File: src/design/serial_channel_pkg.sv
// Package with register map, field positions, reset values and carrier types.
package serial_channel_pkg;

	// Register word indices (printed values are not all multiples of four; byte address is index * 4).
	localparam logic [11:0] IDX_CTRL1_CH0   = 12'h24d;
	localparam logic [11:0] IDX_CTRL1_CH1   = 12'h25d;
	localparam logic [11:0] IDX_CTRL1_CH2   = 12'h26d;
	localparam logic [11:0] IDX_SHARED      = 12'h27d;
	localparam logic [11:0] IDX_MODE_CH0    = 12'h248;
	localparam logic [11:0] IDX_MODE_CH1    = 12'h258;
	localparam logic [11:0] IDX_MODE_CH2    = 12'h268;
	localparam logic [11:0] IDX_CTRL0_CH0   = 12'h24c;
	localparam logic [11:0] IDX_CTRL0_CH1   = 12'h25c;
	localparam logic [11:0] IDX_CTRL0_CH2   = 12'h26c;
	localparam logic [11:0] IDX_ENGINE      = 12'h280;
	localparam logic [11:0] IDX_PCLK        = 12'h281;

	// Control-1 field positions.
	localparam int BIT_TX_ALLOW     = 0;
	localparam int BIT_TX_VACANT    = 1;
	localparam int BIT_RX_ALLOW     = 2;
	localparam int BIT_RX_LOADED    = 3;
	localparam int BIT_IRQ_SRC2     = 4;
	localparam int BIT_CONT_RX2     = 5;
	localparam int BIT_INVERT       = 6;
	localparam int BIT_ERR_ALLOW    = 7;

	// Shared control field positions.
	localparam int BIT_CH0_IRQ_SRC  = 0;
	localparam int BIT_CH1_IRQ_SRC  = 1;
	localparam int BIT_CH0_CONT_RX  = 2;
	localparam int BIT_CH1_CONT_RX  = 3;
	localparam int BIT_CLK_ROUTE    = 4;
	localparam int BIT_MULTIPIN     = 5;
	localparam int BIT_FLOW_SPLIT   = 6;

	// Control-0 field positions.
	localparam int BIT_CNT_LO       = 0;
	localparam int BIT_CNT_HI       = 1;
	localparam int BIT_TX_SHIFT_MT  = 3;
	localparam int BIT_OPEN_DRAIN   = 5;
	localparam int BIT_MSB_FIRST    = 7;

	// Reset values.
	localparam logic [7:0] RST_CTRL1  = 8'h02;
	localparam logic [7:0] RST_CTRL0  = 8'h08;
	localparam logic [7:0] RST_ZERO   = 8'h00;
	localparam logic [7:0] CTRL1_01_RMASK = 8'hcf;
	localparam logic [7:0] SHARED_RMASK   = 8'h7f;
	localparam logic [7:0] CTRL0_RW_MASK  = 8'hb7;

	// Mode field codes.
	typedef enum logic [2:0] {
		MODE_OFF     = 3'h0,
		MODE_SYNC    = 3'h1,
		MODE_I2C     = 3'h2,
		MODE_ASYNC7  = 3'h4,
		MODE_ASYNC8  = 3'h5,
		MODE_ASYNC9  = 3'h6
	} serial_mode_field_t;

	// Per-channel control bundle handed to the shift engines.
	typedef struct packed {
		logic txAllow;
		logic rxAllow;
		logic dataInvert;
		logic msbFirst;
		logic errOutAllow;
		logic continuousRx;
		logic txPinOpenDrain;
		logic flowUsable;
		logic [1:0] countSource;
		logic modeLegal;
	} chan_ctrl_t;

	// Per-channel engine status bundle.
	typedef struct packed {
		logic txBufFull;
		logic txShiftBusy;
		logic rxBufFull;
	} chan_stat_t;

endpackage : serial_channel_pkg

File: src/design/edge_pulse.sv
// Rising-edge pulse generator for one condition, used per channel for transmit interrupts.
`timescale 1ns/1ps
module edge_pulse (
	input  wire logic mclk,   // System clock.
	input  wire logic srst,   // Synchronous reset, active high.
	input  wire logic level,  // Condition level, same clock domain.
	output logic      pulse   // One-cycle pulse on rising level.
);
	logic levelQ;

	// The history starts high so a condition already true at reset gives no pulse.
	always_ff @(posedge mclk) begin
		if (srst) begin
			levelQ <= 1'b1;
			pulse  <= 1'b0;
		end else begin
			levelQ <= level;
			pulse  <= level & ~levelQ;
		end
	end
endmodule : edge_pulse

File: src/design/serial_channel_control.sv
// Control and status registers for three serial channels behind a Wishbone slave.
`timescale 1ns/1ps
// What the document requires of this block and its software
// RULE1: Channel 2 data and clock always open-drain; only txPinOpenDrain is forced, 0 until the first edge after reset.
// RULE2: Bit order honoured only in sync/async8.
// RULE3: Software sets bit order per mode.
// RULE4: Channel 1 flow control needs both bits zero.
// RULE5: Software rewrites divisor after source change.
// RULE6: Transmit enable gates transmission.
// RULE7: Transmit buffer vacant flag, one after reset.
// RULE8: Receive enable gates reception.
// RULE9: Channel 2 receive flag one when loaded.
// RULE10: Channels 0/1 receive flag inverted polarity.
// RULE11: Interrupt source: buffer empty or shift empty.
// RULE12: Continuous receive mode enable per channel.
// RULE13: Data inversion only sync, async7, async8.
// RULE14: Error output enable gates error signal.
// RULE15: Route bit picks ordinary or alternate pin.
// RULE16: Multipin select enables multipin clock output.
// RULE17: Split bit separates channel 0 CTS/RTS.
// RULE18: Peripheral select picks undivided or halved clock.
// RULE19: Software makes CTS pins inputs first.
// RULE20: Unimplemented bits read undefined, write zero.
// RULE21: Shift empty flag tracks transmit register.
// RULE22: Three-bit mode field, other codes forbidden.
// RULE23: Transmit interrupt pulses on condition rising.
module serial_channel_control
	import serial_channel_pkg::*;
(
	input  wire logic                              mclk,          // 40 MHz system clock.
	input  wire logic                              srst,          // Synchronous reset, high.
	input  wire logic                              wbCycI,        // Wishbone cycle.
	input  wire logic                              wbStbI,        // Wishbone strobe.
	input  wire logic                              wbWeI,         // Wishbone write enable.
	input  wire logic [13:0]                       wbAdrI,        // Wishbone byte address.
	input  wire logic [3:0]                        wbSelI,        // Wishbone byte selects.
	input  wire logic [31:0]                       wbDatI,        // Wishbone write data.
	output logic      [31:0]                       wbDatO,        // Wishbone read data.
	output logic                                   wbAckO,        // Wishbone acknowledge.
	input  wire serial_channel_pkg::chan_stat_t [2:0] engStat,    // Engine status per channel.
	output serial_channel_pkg::chan_ctrl_t      [2:0] chanCtrl,   // Controls per channel.
	output logic      [2:0]                        txIrq,         // Transmit interrupt pulses.
	output logic                                   ch1ClkOrdinary, // Ch1 clock on ordinary pin.
	output logic                                   ch1ClkAlternate, // Ch1 clock on alternate pin.
	output logic                                   ch0CtsSplitPin, // Ch0 CTS from separate pin.
	output logic      [2:0]                        divByTwo       // Count source halved.
);
	import serial_channel_pkg::*;

	logic [2:0][7:0] ctrl1Q;          // Writable control-1 bits per channel.
	logic [2:0][7:0] ctrl0Q;          // Writable control-0 bits per channel.
	logic [2:0][2:0] modeQ;           // Mode field per channel.
	logic [7:0]      sharedQ;         // Shared control register.
	logic            pclkSelQ;        // Peripheral clock select.
	logic [2:0][2:0] statQ;           // Synchronous copy of engine status.
	logic [2:0]      irqCond;         // Selected interrupt condition per channel.
	logic [2:0]      irqPulse;        // Edge pulses per channel.
	logic            hit;             // Request addressed to a mapped register.
	logic [7:0]      rdByte;          // Selected read byte.
	logic [11:0]     wordIdx;         // Register index from byte address.

	// Index is the byte address divided by four.
	assign wordIdx = wbAdrI[13:2];

	// Returns high when a mode code is one of the documented codes.
	function automatic logic modeIsLegal(input logic [2:0] m);
		unique case (m)
			MODE_OFF, MODE_SYNC, MODE_I2C, MODE_ASYNC7, MODE_ASYNC8, MODE_ASYNC9: begin
				modeIsLegal = 1'b1;
			end
			default: begin
				modeIsLegal = 1'b0;
			end
		endcase
	endfunction : modeIsLegal

	// Address decode for the read data path; the write path decodes wordIdx on its own.
	always_comb begin
		hit = 1'b1;
		unique case (wordIdx)
			IDX_CTRL1_CH0, IDX_CTRL1_CH1, IDX_CTRL1_CH2, IDX_SHARED,
			IDX_MODE_CH0, IDX_MODE_CH1, IDX_MODE_CH2,
			IDX_CTRL0_CH0, IDX_CTRL0_CH1, IDX_CTRL0_CH2, IDX_PCLK: begin
				hit = 1'b1;
			end
			default: begin
				hit = 1'b0;
			end
		endcase
	end

	// Status is registered so the flags are stable for a whole bus cycle.
	always_ff @(posedge mclk) begin
		if (srst) begin
			statQ <= '0;
		end else begin
			for (int c = 0; c < 3; c++) begin
				statQ[c] <= engStat[c];
			end
		end
	end

	// Register writes land only in the low byte lane, at the edge where the master sees ack.
	// Waiting for ack keeps a write from landing before the master knows it was taken.
	always_ff @(posedge mclk) begin
		if (srst) begin
			ctrl1Q   <= {RST_CTRL1, RST_CTRL1, RST_CTRL1};
			ctrl0Q   <= {RST_CTRL0, RST_CTRL0, RST_CTRL0};
			modeQ    <= '0;
			sharedQ  <= RST_ZERO;
			pclkSelQ <= 1'b0;
		end else if (wbCycI && wbStbI && wbWeI && wbAckO && wbSelI[0]) begin
			unique case (wordIdx)
				IDX_CTRL1_CH0: begin
					// RULE20 write zero.
					ctrl1Q[0] <= wbDatI[7:0] & CTRL1_01_RMASK;
				end
				IDX_CTRL1_CH1: begin
					ctrl1Q[1] <= wbDatI[7:0] & CTRL1_01_RMASK;
				end
				IDX_CTRL1_CH2: begin
					ctrl1Q[2] <= wbDatI[7:0];
				end
				IDX_SHARED: begin
					sharedQ <= wbDatI[7:0] & SHARED_RMASK;
				end
				IDX_MODE_CH0: begin
					modeQ[0] <= wbDatI[2:0];
				end
				IDX_MODE_CH1: begin
					modeQ[1] <= wbDatI[2:0];
				end
				IDX_MODE_CH2: begin
					modeQ[2] <= wbDatI[2:0];
				end
				IDX_CTRL0_CH0: begin
					ctrl0Q[0] <= wbDatI[7:0];
				end
				IDX_CTRL0_CH1: begin
					ctrl0Q[1] <= wbDatI[7:0];
				end
				IDX_CTRL0_CH2: begin
					ctrl0Q[2] <= wbDatI[7:0];
				end
				IDX_PCLK: begin
					pclkSelQ <= wbDatI[0];
				end
				default: begin
				end
			endcase
		end
	end

	// Read byte assembly; status flags come from the engines, not the stored bits.
	always_comb begin
		rdByte = 8'h00;
		unique case (wordIdx)
			IDX_CTRL1_CH0, IDX_CTRL1_CH1: begin
				for (int c = 0; c < 2; c++) begin
					if (wordIdx == (c == 0 ? IDX_CTRL1_CH0 : IDX_CTRL1_CH1)) begin
						rdByte = ctrl1Q[c] & CTRL1_01_RMASK;
						// RULE7 vacant flag.
						rdByte[BIT_TX_VACANT] = ~statQ[c][2];
						// RULE10 inverted receive flag.
						rdByte[BIT_RX_LOADED] = ~statQ[c][0];
					end
				end
			end
			IDX_CTRL1_CH2: begin
				rdByte = ctrl1Q[2];
				rdByte[BIT_TX_VACANT] = ~statQ[2][2];
				// RULE9 receive flag.
				rdByte[BIT_RX_LOADED] = statQ[2][0];
			end
			IDX_SHARED: begin
				rdByte = sharedQ;
			end
			IDX_MODE_CH0: begin
				rdByte = {5'h00, modeQ[0]};
			end
			IDX_MODE_CH1: begin
				rdByte = {5'h00, modeQ[1]};
			end
			IDX_MODE_CH2: begin
				rdByte = {5'h00, modeQ[2]};
			end
			IDX_CTRL0_CH0, IDX_CTRL0_CH1, IDX_CTRL0_CH2: begin
				for (int c = 0; c < 3; c++) begin
					if (wordIdx == (c == 0 ? IDX_CTRL0_CH0 :
							(c == 1 ? IDX_CTRL0_CH1 : IDX_CTRL0_CH2))) begin
						rdByte = ctrl0Q[c] & CTRL0_RW_MASK;
						// RULE21 shift empty flag.
						rdByte[BIT_TX_SHIFT_MT] = ~statQ[c][1];
						if (c == 2) begin
							rdByte[BIT_OPEN_DRAIN] = 1'b0;
						end
					end
				end
			end
			IDX_PCLK: begin
				rdByte = {7'h00, pclkSelQ};
			end
			default: begin
				rdByte = 8'h00;
			end
		endcase
	end

	// Single-wait-state slave: ack one cycle after request, dropped the next cycle.
	always_ff @(posedge mclk) begin
		if (srst) begin
			wbAckO <= 1'b0;
			wbDatO <= '0;
		end else begin
			wbAckO <= wbCycI && wbStbI && !wbAckO;
			wbDatO <= (wbCycI && wbStbI && !wbAckO && !wbWeI && hit) ? {24'h000000, rdByte} : '0;
		end
	end

	// Interrupt condition selection per channel.
	generate
		for (genvar c = 0; c < 3; c++) begin : g_irq
			logic srcSel;
			if (c == 2) begin : g_src2
				assign srcSel = ctrl1Q[2][BIT_IRQ_SRC2];
			end else begin : g_src01
				assign srcSel = sharedQ[c == 0 ? BIT_CH0_IRQ_SRC : BIT_CH1_IRQ_SRC];
			end
			// RULE11 source select.
			assign irqCond[c] = srcSel ? (~statQ[c][1] & ~statQ[c][2]) : ~statQ[c][2];
			// RULE23 edge pulse.
			edge_pulse u_edge (
				.mclk  (mclk),
				.srst  (srst),
				.level (irqCond[c]),
				.pulse (irqPulse[c])
			);
		end
	endgenerate

	// Per-channel control outputs, registered.
	always_ff @(posedge mclk) begin
		if (srst) begin
			chanCtrl <= '0;
			txIrq    <= '0;
		end else begin
			txIrq <= irqPulse;
			for (int c = 0; c < 3; c++) begin
				// RULE22 legal mode.
				chanCtrl[c].modeLegal <= modeIsLegal(modeQ[c]);
				// RULE6 transmit gate.
				chanCtrl[c].txAllow <= ctrl1Q[c][BIT_TX_ALLOW];
				// RULE8 receive gate.
				chanCtrl[c].rxAllow <= ctrl1Q[c][BIT_RX_ALLOW];
				// RULE14 error output gate.
				chanCtrl[c].errOutAllow <= ctrl1Q[c][BIT_ERR_ALLOW];
				// RULE13 inversion mode gate.
				chanCtrl[c].dataInvert <= ctrl1Q[c][BIT_INVERT] &&
					(modeQ[c] == MODE_SYNC || modeQ[c] == MODE_ASYNC7 ||
					modeQ[c] == MODE_ASYNC8);
				// RULE2 bit order gate.
				chanCtrl[c].msbFirst <= ctrl0Q[c][BIT_MSB_FIRST] &&
					(modeQ[c] == MODE_SYNC || modeQ[c] == MODE_ASYNC8);
				chanCtrl[c].countSource <= {ctrl0Q[c][BIT_CNT_HI], ctrl0Q[c][BIT_CNT_LO]};
				chanCtrl[c].flowUsable <= 1'b1;
			end
			// RULE12 continuous receive.
			chanCtrl[0].continuousRx <= sharedQ[BIT_CH0_CONT_RX];
			chanCtrl[1].continuousRx <= sharedQ[BIT_CH1_CONT_RX];
			chanCtrl[2].continuousRx <= ctrl1Q[2][BIT_CONT_RX2];
			chanCtrl[0].txPinOpenDrain <= ctrl0Q[0][BIT_OPEN_DRAIN];
			chanCtrl[1].txPinOpenDrain <= ctrl0Q[1][BIT_OPEN_DRAIN];
			// RULE1 forced open drain.
			chanCtrl[2].txPinOpenDrain <= 1'b1;
			// RULE4 channel 1 flow.
			chanCtrl[1].flowUsable <= ~sharedQ[BIT_MULTIPIN] & ~sharedQ[BIT_FLOW_SPLIT];
		end
	end

	// Pin routing outputs for the shared control register, and divByTwo from pclkSelQ and control-0.
	always_ff @(posedge mclk) begin
		if (srst) begin
			ch1ClkOrdinary  <= 1'b1;
			ch1ClkAlternate <= 1'b0;
			ch0CtsSplitPin  <= 1'b0;
			divByTwo        <= '0;
		end else begin
			// RULE16 multipin select.
			// RULE15 route select.
			ch1ClkOrdinary  <= ~sharedQ[BIT_MULTIPIN] | ~sharedQ[BIT_CLK_ROUTE];
			ch1ClkAlternate <= sharedQ[BIT_MULTIPIN] & sharedQ[BIT_CLK_ROUTE];
			// RULE17 flow split.
			ch0CtsSplitPin  <= sharedQ[BIT_FLOW_SPLIT];
			// RULE18 halved clock choice.
			for (int c = 0; c < 3; c++) begin
				divByTwo[c] <= pclkSelQ == 1'b0 &&
					ctrl0Q[c][BIT_CNT_HI] == 1'b0 && ctrl0Q[c][BIT_CNT_LO] == 1'b0;
			end
		end
	end

endmodule : serial_channel_control

File: config.mk
export PLATFORM = sky130hd
export DESIGN_NAME = serial_channel_control
export DESIGN_NICKNAME = d
export VERILOG_FILES = /design/src/design/serial_channel_pkg.sv /design/src/design/edge_pulse.sv /design/src/design/serial_channel_control.sv
export SDC_FILE = /design/constraint.sdc
export NUM_CORES = 1
export LEC_CHECK = 0
export BUFFER_PORTS_ARGS = -buffer_cell sky130_fd_sc_hd__buf_2
export CORE_MARGIN = 8
export CORE_UTILIZATION = 51
export CTS_CLUSTER_DIAMETER = 120
export DETAILED_ROUTE_END_ITERATION = 10
export PLACE_DENSITY = 0.81
export SLEW_MARGIN = 20
export SYNTH_ARGS = -nofsm -noshare
export SYNTH_HDL_FRONTEND = slang
export SYNTH_SLANG_ARGS = --single-unit
File: constraint.sdc
create_clock -name mclk -period 1.9 [get_ports mclk]
set_clock_uncertainty 0.05 [all_clocks]
set_input_delay 0.19 -clock mclk [delete_from_list [all_inputs] [get_ports mclk]]
set_output_delay 0.19 -clock mclk [all_outputs]
set_load 0.005 [all_outputs]
==> results of run 1 <==
==> sequential cells by signal (all words and copies together) (netlist names) <==
signal               cells
ch1ClkOrdinary           1
wbAckO                   1
pclkSelQ                 1
statQ                    9
txIrq                    3
ctrl0Q                  17
g_irq.u_edge.levelQ      3
sharedQ                  7
ch1ClkAlternate          1
g_irq.u_edge.pulse       3
chanCtrl                31
wbDatO                   8
modeQ                    9
ch0CtsSplitPin           1
divByTwo                 3
ctrl1Q                  14
==> layer usage <==
metal	share of wire	routed length, um	track usage
met5	0	0	0
met1	0.43	5240	0.241
met2	0.48	5890	0.326
met4	0.029	359	0.0856
met3	0.066	811	0.0465
==> cell type report <==
class | count | area [um2]
clock buffers | 11 | 151
clock inverters | 5 | 45.0
fillers | 736 | 3360
inverters | 12 | 45.0
multi-input cells | 323 | 2050
flip-flops and latches | 112 | 2240
well taps | 108 | 135
repair buffers | 118 | 691
==> worst max path at each step <==
stage                       to  slack (ns)  startpoint  depth (start not counted)
floorplan             modeQ[0]        0.14      wbAckO                          6
finish               ctrl0Q[4]        0.13      wbAckO                          5
global placement      modeQ[1]       -0.02  wbAdrI[10]                          6
detailed placement    modeQ[1]       -0.07  wbAdrI[10]                          6
global route         ctrl0Q[8]        0.06      wbAckO                          5
CTS                 ctrl0Q[10]        0.18      wbAckO                          5
==> kinds of logic (layout without fill, tap and decap cells) <==
family | Yosys count | count (layout) | synth area share
simple gates | 176 | 176 | 0.224
flops | 112 | 112 | 0.491
compound gates | 80 | 80 | 0.108
buf+inv | 66 | 146 | 0.0800
mux | 43 | 43 | 0.0964
other cells | 1 | 24 | 0.000821
==> synthesized netlist by cell type, types with 3 or more instances <==
| cell | number |
|---|---|
| inv_1 | 11 |
| buf_2 | 7 |
| nor4_1 | 6 |
| and3_1 | 3 |
| nand2b_1 | 4 |
| o2bb2ai_1 | 3 |
| nand2_1 | 46 |
| nor2_1 | 13 |
| nor2b_1 | 29 |
| a22oi_1 | 4 |
| nand3_1 | 23 |
| and4_1 | 3 |
| clkbuf_1 | 17 |
| a21oi_1 | 32 |
| mux2i_1 | 35 |
| nand4_1 | 11 |
| dfxtp_1 | 112 |
| buf_4 | 27 |
| nor4b_1 | 6 |
| a32oi_1 | 4 |
| nor3_1 | 8 |
| or2_2 | 4 |
| o21ai_0 | 22 |
| nor3b_1 | 3 |
| mux2_2 | 8 |
==> power groups by stage <==
stage	combinational, mW	clock, mW	sequential (mW)
global route	0.289	1.52	2.39
detailed placement	0.257	0	2.43
finish	0.266	1.39	2.38
floorplan	0.176	0	2.43
CTS	0.262	1.41	2.38
global placement	0.252	0	2.44
==> worst reg2reg max path, stage by stage (launching register included) <==
cell,delay (ns)
dfxtp_1,0.40
and4_1,0.30
and2_1,0.32
and3_1,0.27
buf_12,0.14
mux2i_1,0.21
==> repair_timing <==
action | CTS | global route
resized for setup | 0 | 0
setup buffers | 0 | 0
endpoints found under the hold margin | 2 | 0
hold buffers | 2 | 0
==> results.json, run 1 <==
{
  "floorplan.initialDensity": 0.524,
  "ios": 139,
  "core-area_mm2": 0.00872,
  "ys_warn_count": 0,
  "whs_path_depth": 2,
  "p_comb_frac": 0.066,
  "status": "completed",
  "die-area_mm2": 0.0122,
  "synth_cell_type_count": 53,
  "synth_area_per_cell_um2": 9.56,
  "antenna_cells": 0,
  "firstDrtPassIters": 5,
  "critPathMaxFanout": 6,
  "min_path_type": "primary input to flip-flop",
  "path_class": "flip-flop to flip-flop",
  "crit_slowest_cell": "dfxtp_1",
  "power_frac_clock": 0.344,
  "grt_pass1_vias": 3925,
  "cts_root_buf": "clkbuf_8",
  "yosysSeqAreaShare": 0.491,
  "rows": 34,
  "crit_required_ns": 2.14,
  "synth_seq_cells": 112,
  "finalNonFillerCells": 689,
  "switching_share": 0.246,
  "p_seq_frac": 0.590,
  "dp_hpwl_mm": 9.37,
  "yosysTopAreaCell": "dfxtp_1",
  "die_w_um": 111,
  "mostFrequentLayoutCell": "dfxtp_1",
  "slowest_delay_ns": 0.40,
  "grt_max_degree": 35,
  "finalCritPeriodShare": 0.929,
  "finish.net_count": 640,
  "cp-start-kind": "flip-flop",
  "grt_overflow": 0,
  "leakagePower_nw": 2.37,
  "worst_pin_slew_ns": 0.544,
  "gp_congestion": 0.897,
  "dp_cells": 671,
  "track_usage": 0.198,
  "port_buffers": 85,
  "yosysTopAreaCellShare": 0.491,
  "synthTopCellsByArea": "dfxtp_1, mux2i_1, buf_4",
  "p_int_mw": 3.04,
  "drv_slew": 0,
  "cts_tree": "done",
  "avgViaCountPerCell": 5.56,
  "crit_family": "simple AND/OR/NAND/NOR gates",
  "p_per_area_mw_per_mm2": 754,
  "slew_headroom": 0.637,
  "path_clk_slew_ns": 0.10,
  "drive_above_1_share": 0.263,
  "rsz0062_at_grt": "no",
  "worstHoldStart": "engStat[5]",
  "report.final.hold_viol_count": 0,
  "p_sw_mw": 0.995,
  "cap_violations": 0,
  "wl_per_cell_um": 17.9,
  "worst_slack_ns": 0.134,
  "areaGrowthSynthToFinish_pct": 17.3,
  "layout_common_cells": "dfxtp_1, buf_2, nand2_1",
  "grt_pass1_wl_mm": 20.0,
  "r2r_cells": 5,
  "worstSetupEndpointType": "flip-flop",
  "vias": 3834,
  "fin_hold_ws_ns": 0.00189,
  "synth_edf_count": 0,
  "synthArstFlopShare": 0,
  "cp_num_buf_inv": 1,
  "fin_util": 0.614,
  "numClockSinks": 112,
  "rrSetupSlack_ns": 0.13,
  "antenna_found_initial": 0,
  "fin_crit_ns": 1.77,
  "drt-initial-drc-count": 270,
  "cts_max_path_buffers": 2,
  "p_total_mw": 4.04,
  "synthCells": 478,
  "final-setup-viol-count": 0,
  "dpl_worst_slack_ns": -0.0680,
  "tns_ns": 0,
  "fmax_mhz": 566,
  "hold_end": "statQ[5]",
  "drt_wl_total_mm": 12.3,
  "clock_latency_ns": 0.37,
  "synth_ff_type": "dfxtp_1",
  "worstPathCellList": "and4_1 > and2_1 > and3_1 > buf_12 > mux2i_1",
  "crit_arrival_ns": 2.00,
  "reg2reg_from": "wbAckO",
  "h-tree-depth": 3,
  "ant_nets": 0,
  "synth_area_mm2": 0.00457,
  "dpl-instance-area_mm2": 0.00514,
  "ir_worst_vdd_mv": 0.412,
  "cts_buffers": 9,
  "route.detailed.drc": 0,
  "die_h_um": 111,
  "r2r-end": "ctrl0Q[4]",
  "final_cell_area_mm2": 0.00536
}
Note: power is estimated with default switching activity, not from simulation.
==> run 2: changes to the inputs <==
--- a/config.mk
+++ b/config.mk
@@ -5,7 +5,7 @@
 export SDC_FILE = /design/constraint.sdc
 export NUM_CORES = 1
 export LEC_CHECK = 0
-export BUFFER_PORTS_ARGS = -buffer_cell sky130_fd_sc_hd__buf_2
+export BUFFER_PORTS_ARGS = -buffer_cell sky130_fd_sc_hd__buf_4
 export CORE_MARGIN = 8
 export CORE_UTILIZATION = 51
 export CTS_CLUSTER_DIAMETER = 120
==> results.json, run 2 (synthesis gave the netlist of run 1 again) <==
{
  "status": "completed",
  "firstDrtPassIters": 5,
  "worstSetupEndpointType": "flip-flop",
  "h-tree-depth": 3,
  "drv_slew": 0,
  "slew_headroom": 0.626,
  "cts_root_buf": "clkbuf_8",
  "fmax_mhz": 582,
  "grt_overflow": 0,
  "drt_wl_total_mm": 12.5,
  "drt-initial-drc-count": 233,
  "critPathMaxFanout": 8,
  "core-area_mm2": 0.00872,
  "finalCritPeriodShare": 0.905,
  "track_usage": 0.198,
  "ctsResizeCount": 0,
  "antenna_cells": 0,
  "ant_nets": 0,
  "drive_above_1_share": 0.252,
  "final-setup-viol-count": 0,
  "wl_per_cell_um": 18.2,
  "die_w_um": 111,
  "finish.net_count": 640,
  "cts_buffers": 9,
  "worstPathCellList": "and4_1 > and2_1 > and3_1 > buf_4 > mux2i_1",
  "hold_end": "statQ[4]",
  "grt_max_degree": 54,
  "route.detailed.drc": 0,
  "clock_latency_ns": 0.38,
  "post-cts-setup-buffer-count": 0,
  "antenna_found_initial": 0,
  "cp-start-kind": "flip-flop",
  "floorplan.initialDensity": 0.524,
  "n_fill_cell": 730,
  "ir_worst_vdd_mv": 0.384,
  "dpl_worst_slack_ns": -0.113,
  "finalNonFillerCells": 688,
  "reg2reg_from": "wbAckO",
  "leakagePower_nw": 2.40,
  "port_buffers": 85,
  "areaGrowthSynthToFinish_pct": 22.0,
  "whs_path_depth": 2,
  "layout_common_cells": "dfxtp_1, buf_4, nand2_1",
  "crit_arrival_ns": 1.98,
  "worstHoldStart": "engStat[4]",
  "grt_pass1_vias": 3930,
  "tns_ns": 0,
  "dp_hpwl_mm": 9.23,
  "die-area_mm2": 0.0122,
  "p_per_area_mw_per_mm2": 724,
  "cap_violations": 0,
  "cp_num_buf_inv": 1,
  "ios": 139,
  "report.final.hold_viol_count": 0,
  "path_class": "flip-flop to flip-flop",
  "vias": 3873,
  "numClockSinks": 112,
  "crit_family": "simple AND/OR/NAND/NOR gates",
  "fin_crit_ns": 1.72,
  "dp_cells": 665,
  "gp_congestion": 0.909,
  "fin_hold_ws_ns": 0.0137,
  "slowest_delay_ns": 0.38,
  "worst_pin_slew_ns": 0.562,
  "cts_hold_buffers": 8,
  "mostFrequentLayoutCell": "dfxtp_1",
  "rows": 34,
  "worst_slack_ns": 0.180,
  "avgViaCountPerCell": 5.63,
  "crit_slowest_cell": "dfxtp_1",
  "r2r-end": "ctrl0Q[1]",
  "largest_reg_flops": 31,
  "cts_max_path_buffers": 2,
  "crit_required_ns": 2.16,
  "rrSetupSlack_ns": 0.18,
  "r2r_cells": 5,
  "min_path_type": "primary input to flip-flop",
  "rsz0062_at_grt": "no",
  "cts_tree": "done",
  "top_register": "chanCtrl",
  "p_total_mw": 4.04,
  "path_clk_slew_ns": 0.11,
  "grt_pass1_wl_mm": 20.2,
  "die_h_um": 111,
  "reg_top3": "chanCtrl x31, ctrl0Q x17, ctrl1Q x14"
}
## run 2: cell types whose count changed in the layout (fill, tap and decap cells not counted)
cell	change
buf_2	-85
clkinv_4	+1
dlygate4sd3_1	+6
buf_4	+79
clkbuf_8	-1
clkinvlp_4	-1
## run 2: layer usage
metal / vias to the layer above / track usage / routed length (um) / part of all wire
met5: - / 0 / 0 / 0
met4: 0 / 0.0874 / 369 / 0.030
met3: 25 / 0.0682 / 916 / 0.073
met2: 176 / 0.322 / 5900 / 0.47
met1: 1839 / 0.231 / 5320 / 0.43
li1: 1833 / - / - / -
## run 2: metrics by stage
stage | utilization | area (um2)
after floorplan | - | 4660
after global placement | 0.609 | 5310
after detailed placement | 0.609 | 5310
after CTS | 0.639 | 5570
after global routing | 0.639 | 5570
final | 0.639 | 5570
## run 2: final cells by class
type	instances	area (um2)	area share
repair buffers	118	918	0.165
flip-flops and latches	112	2240	0.402
clock buffers	10	138	0.0247
multi-input cells	323	2050	0.368
clock inverters	5	46.3	0.00831
well taps	108	135	0.0242
inverters	12	45.0	0.00808
## run 2: power breakdown
| part | leakage (nW) | switching [mW] | internal (mW) | total (mW) |
|---|---|---|---|---|
| logic | 1.40 | 0.170 | 0.126 | 0.296 |
| clock network | 0.0957 | 0.825 | 0.533 | 1.36 |
| registers | 0.908 | 0.0109 | 2.37 | 2.38 |
## run 2: worst max path at each step
stage,from,endpoint,slack [ns],depth (start not counted)
finish,wbAckO,ctrl0Q[1],0.18,5
CTS,wbAckO,ctrl0Q[5],0.20,5
global placement,wbAdrI[10],wbDatO[1],-0.10,5
floorplan,wbAckO,modeQ[0],0.14,6
detailed placement,wbAdrI[10],wbDatO[0],-0.11,5
global route,wbAckO,ctrl0Q[0],0.08,5
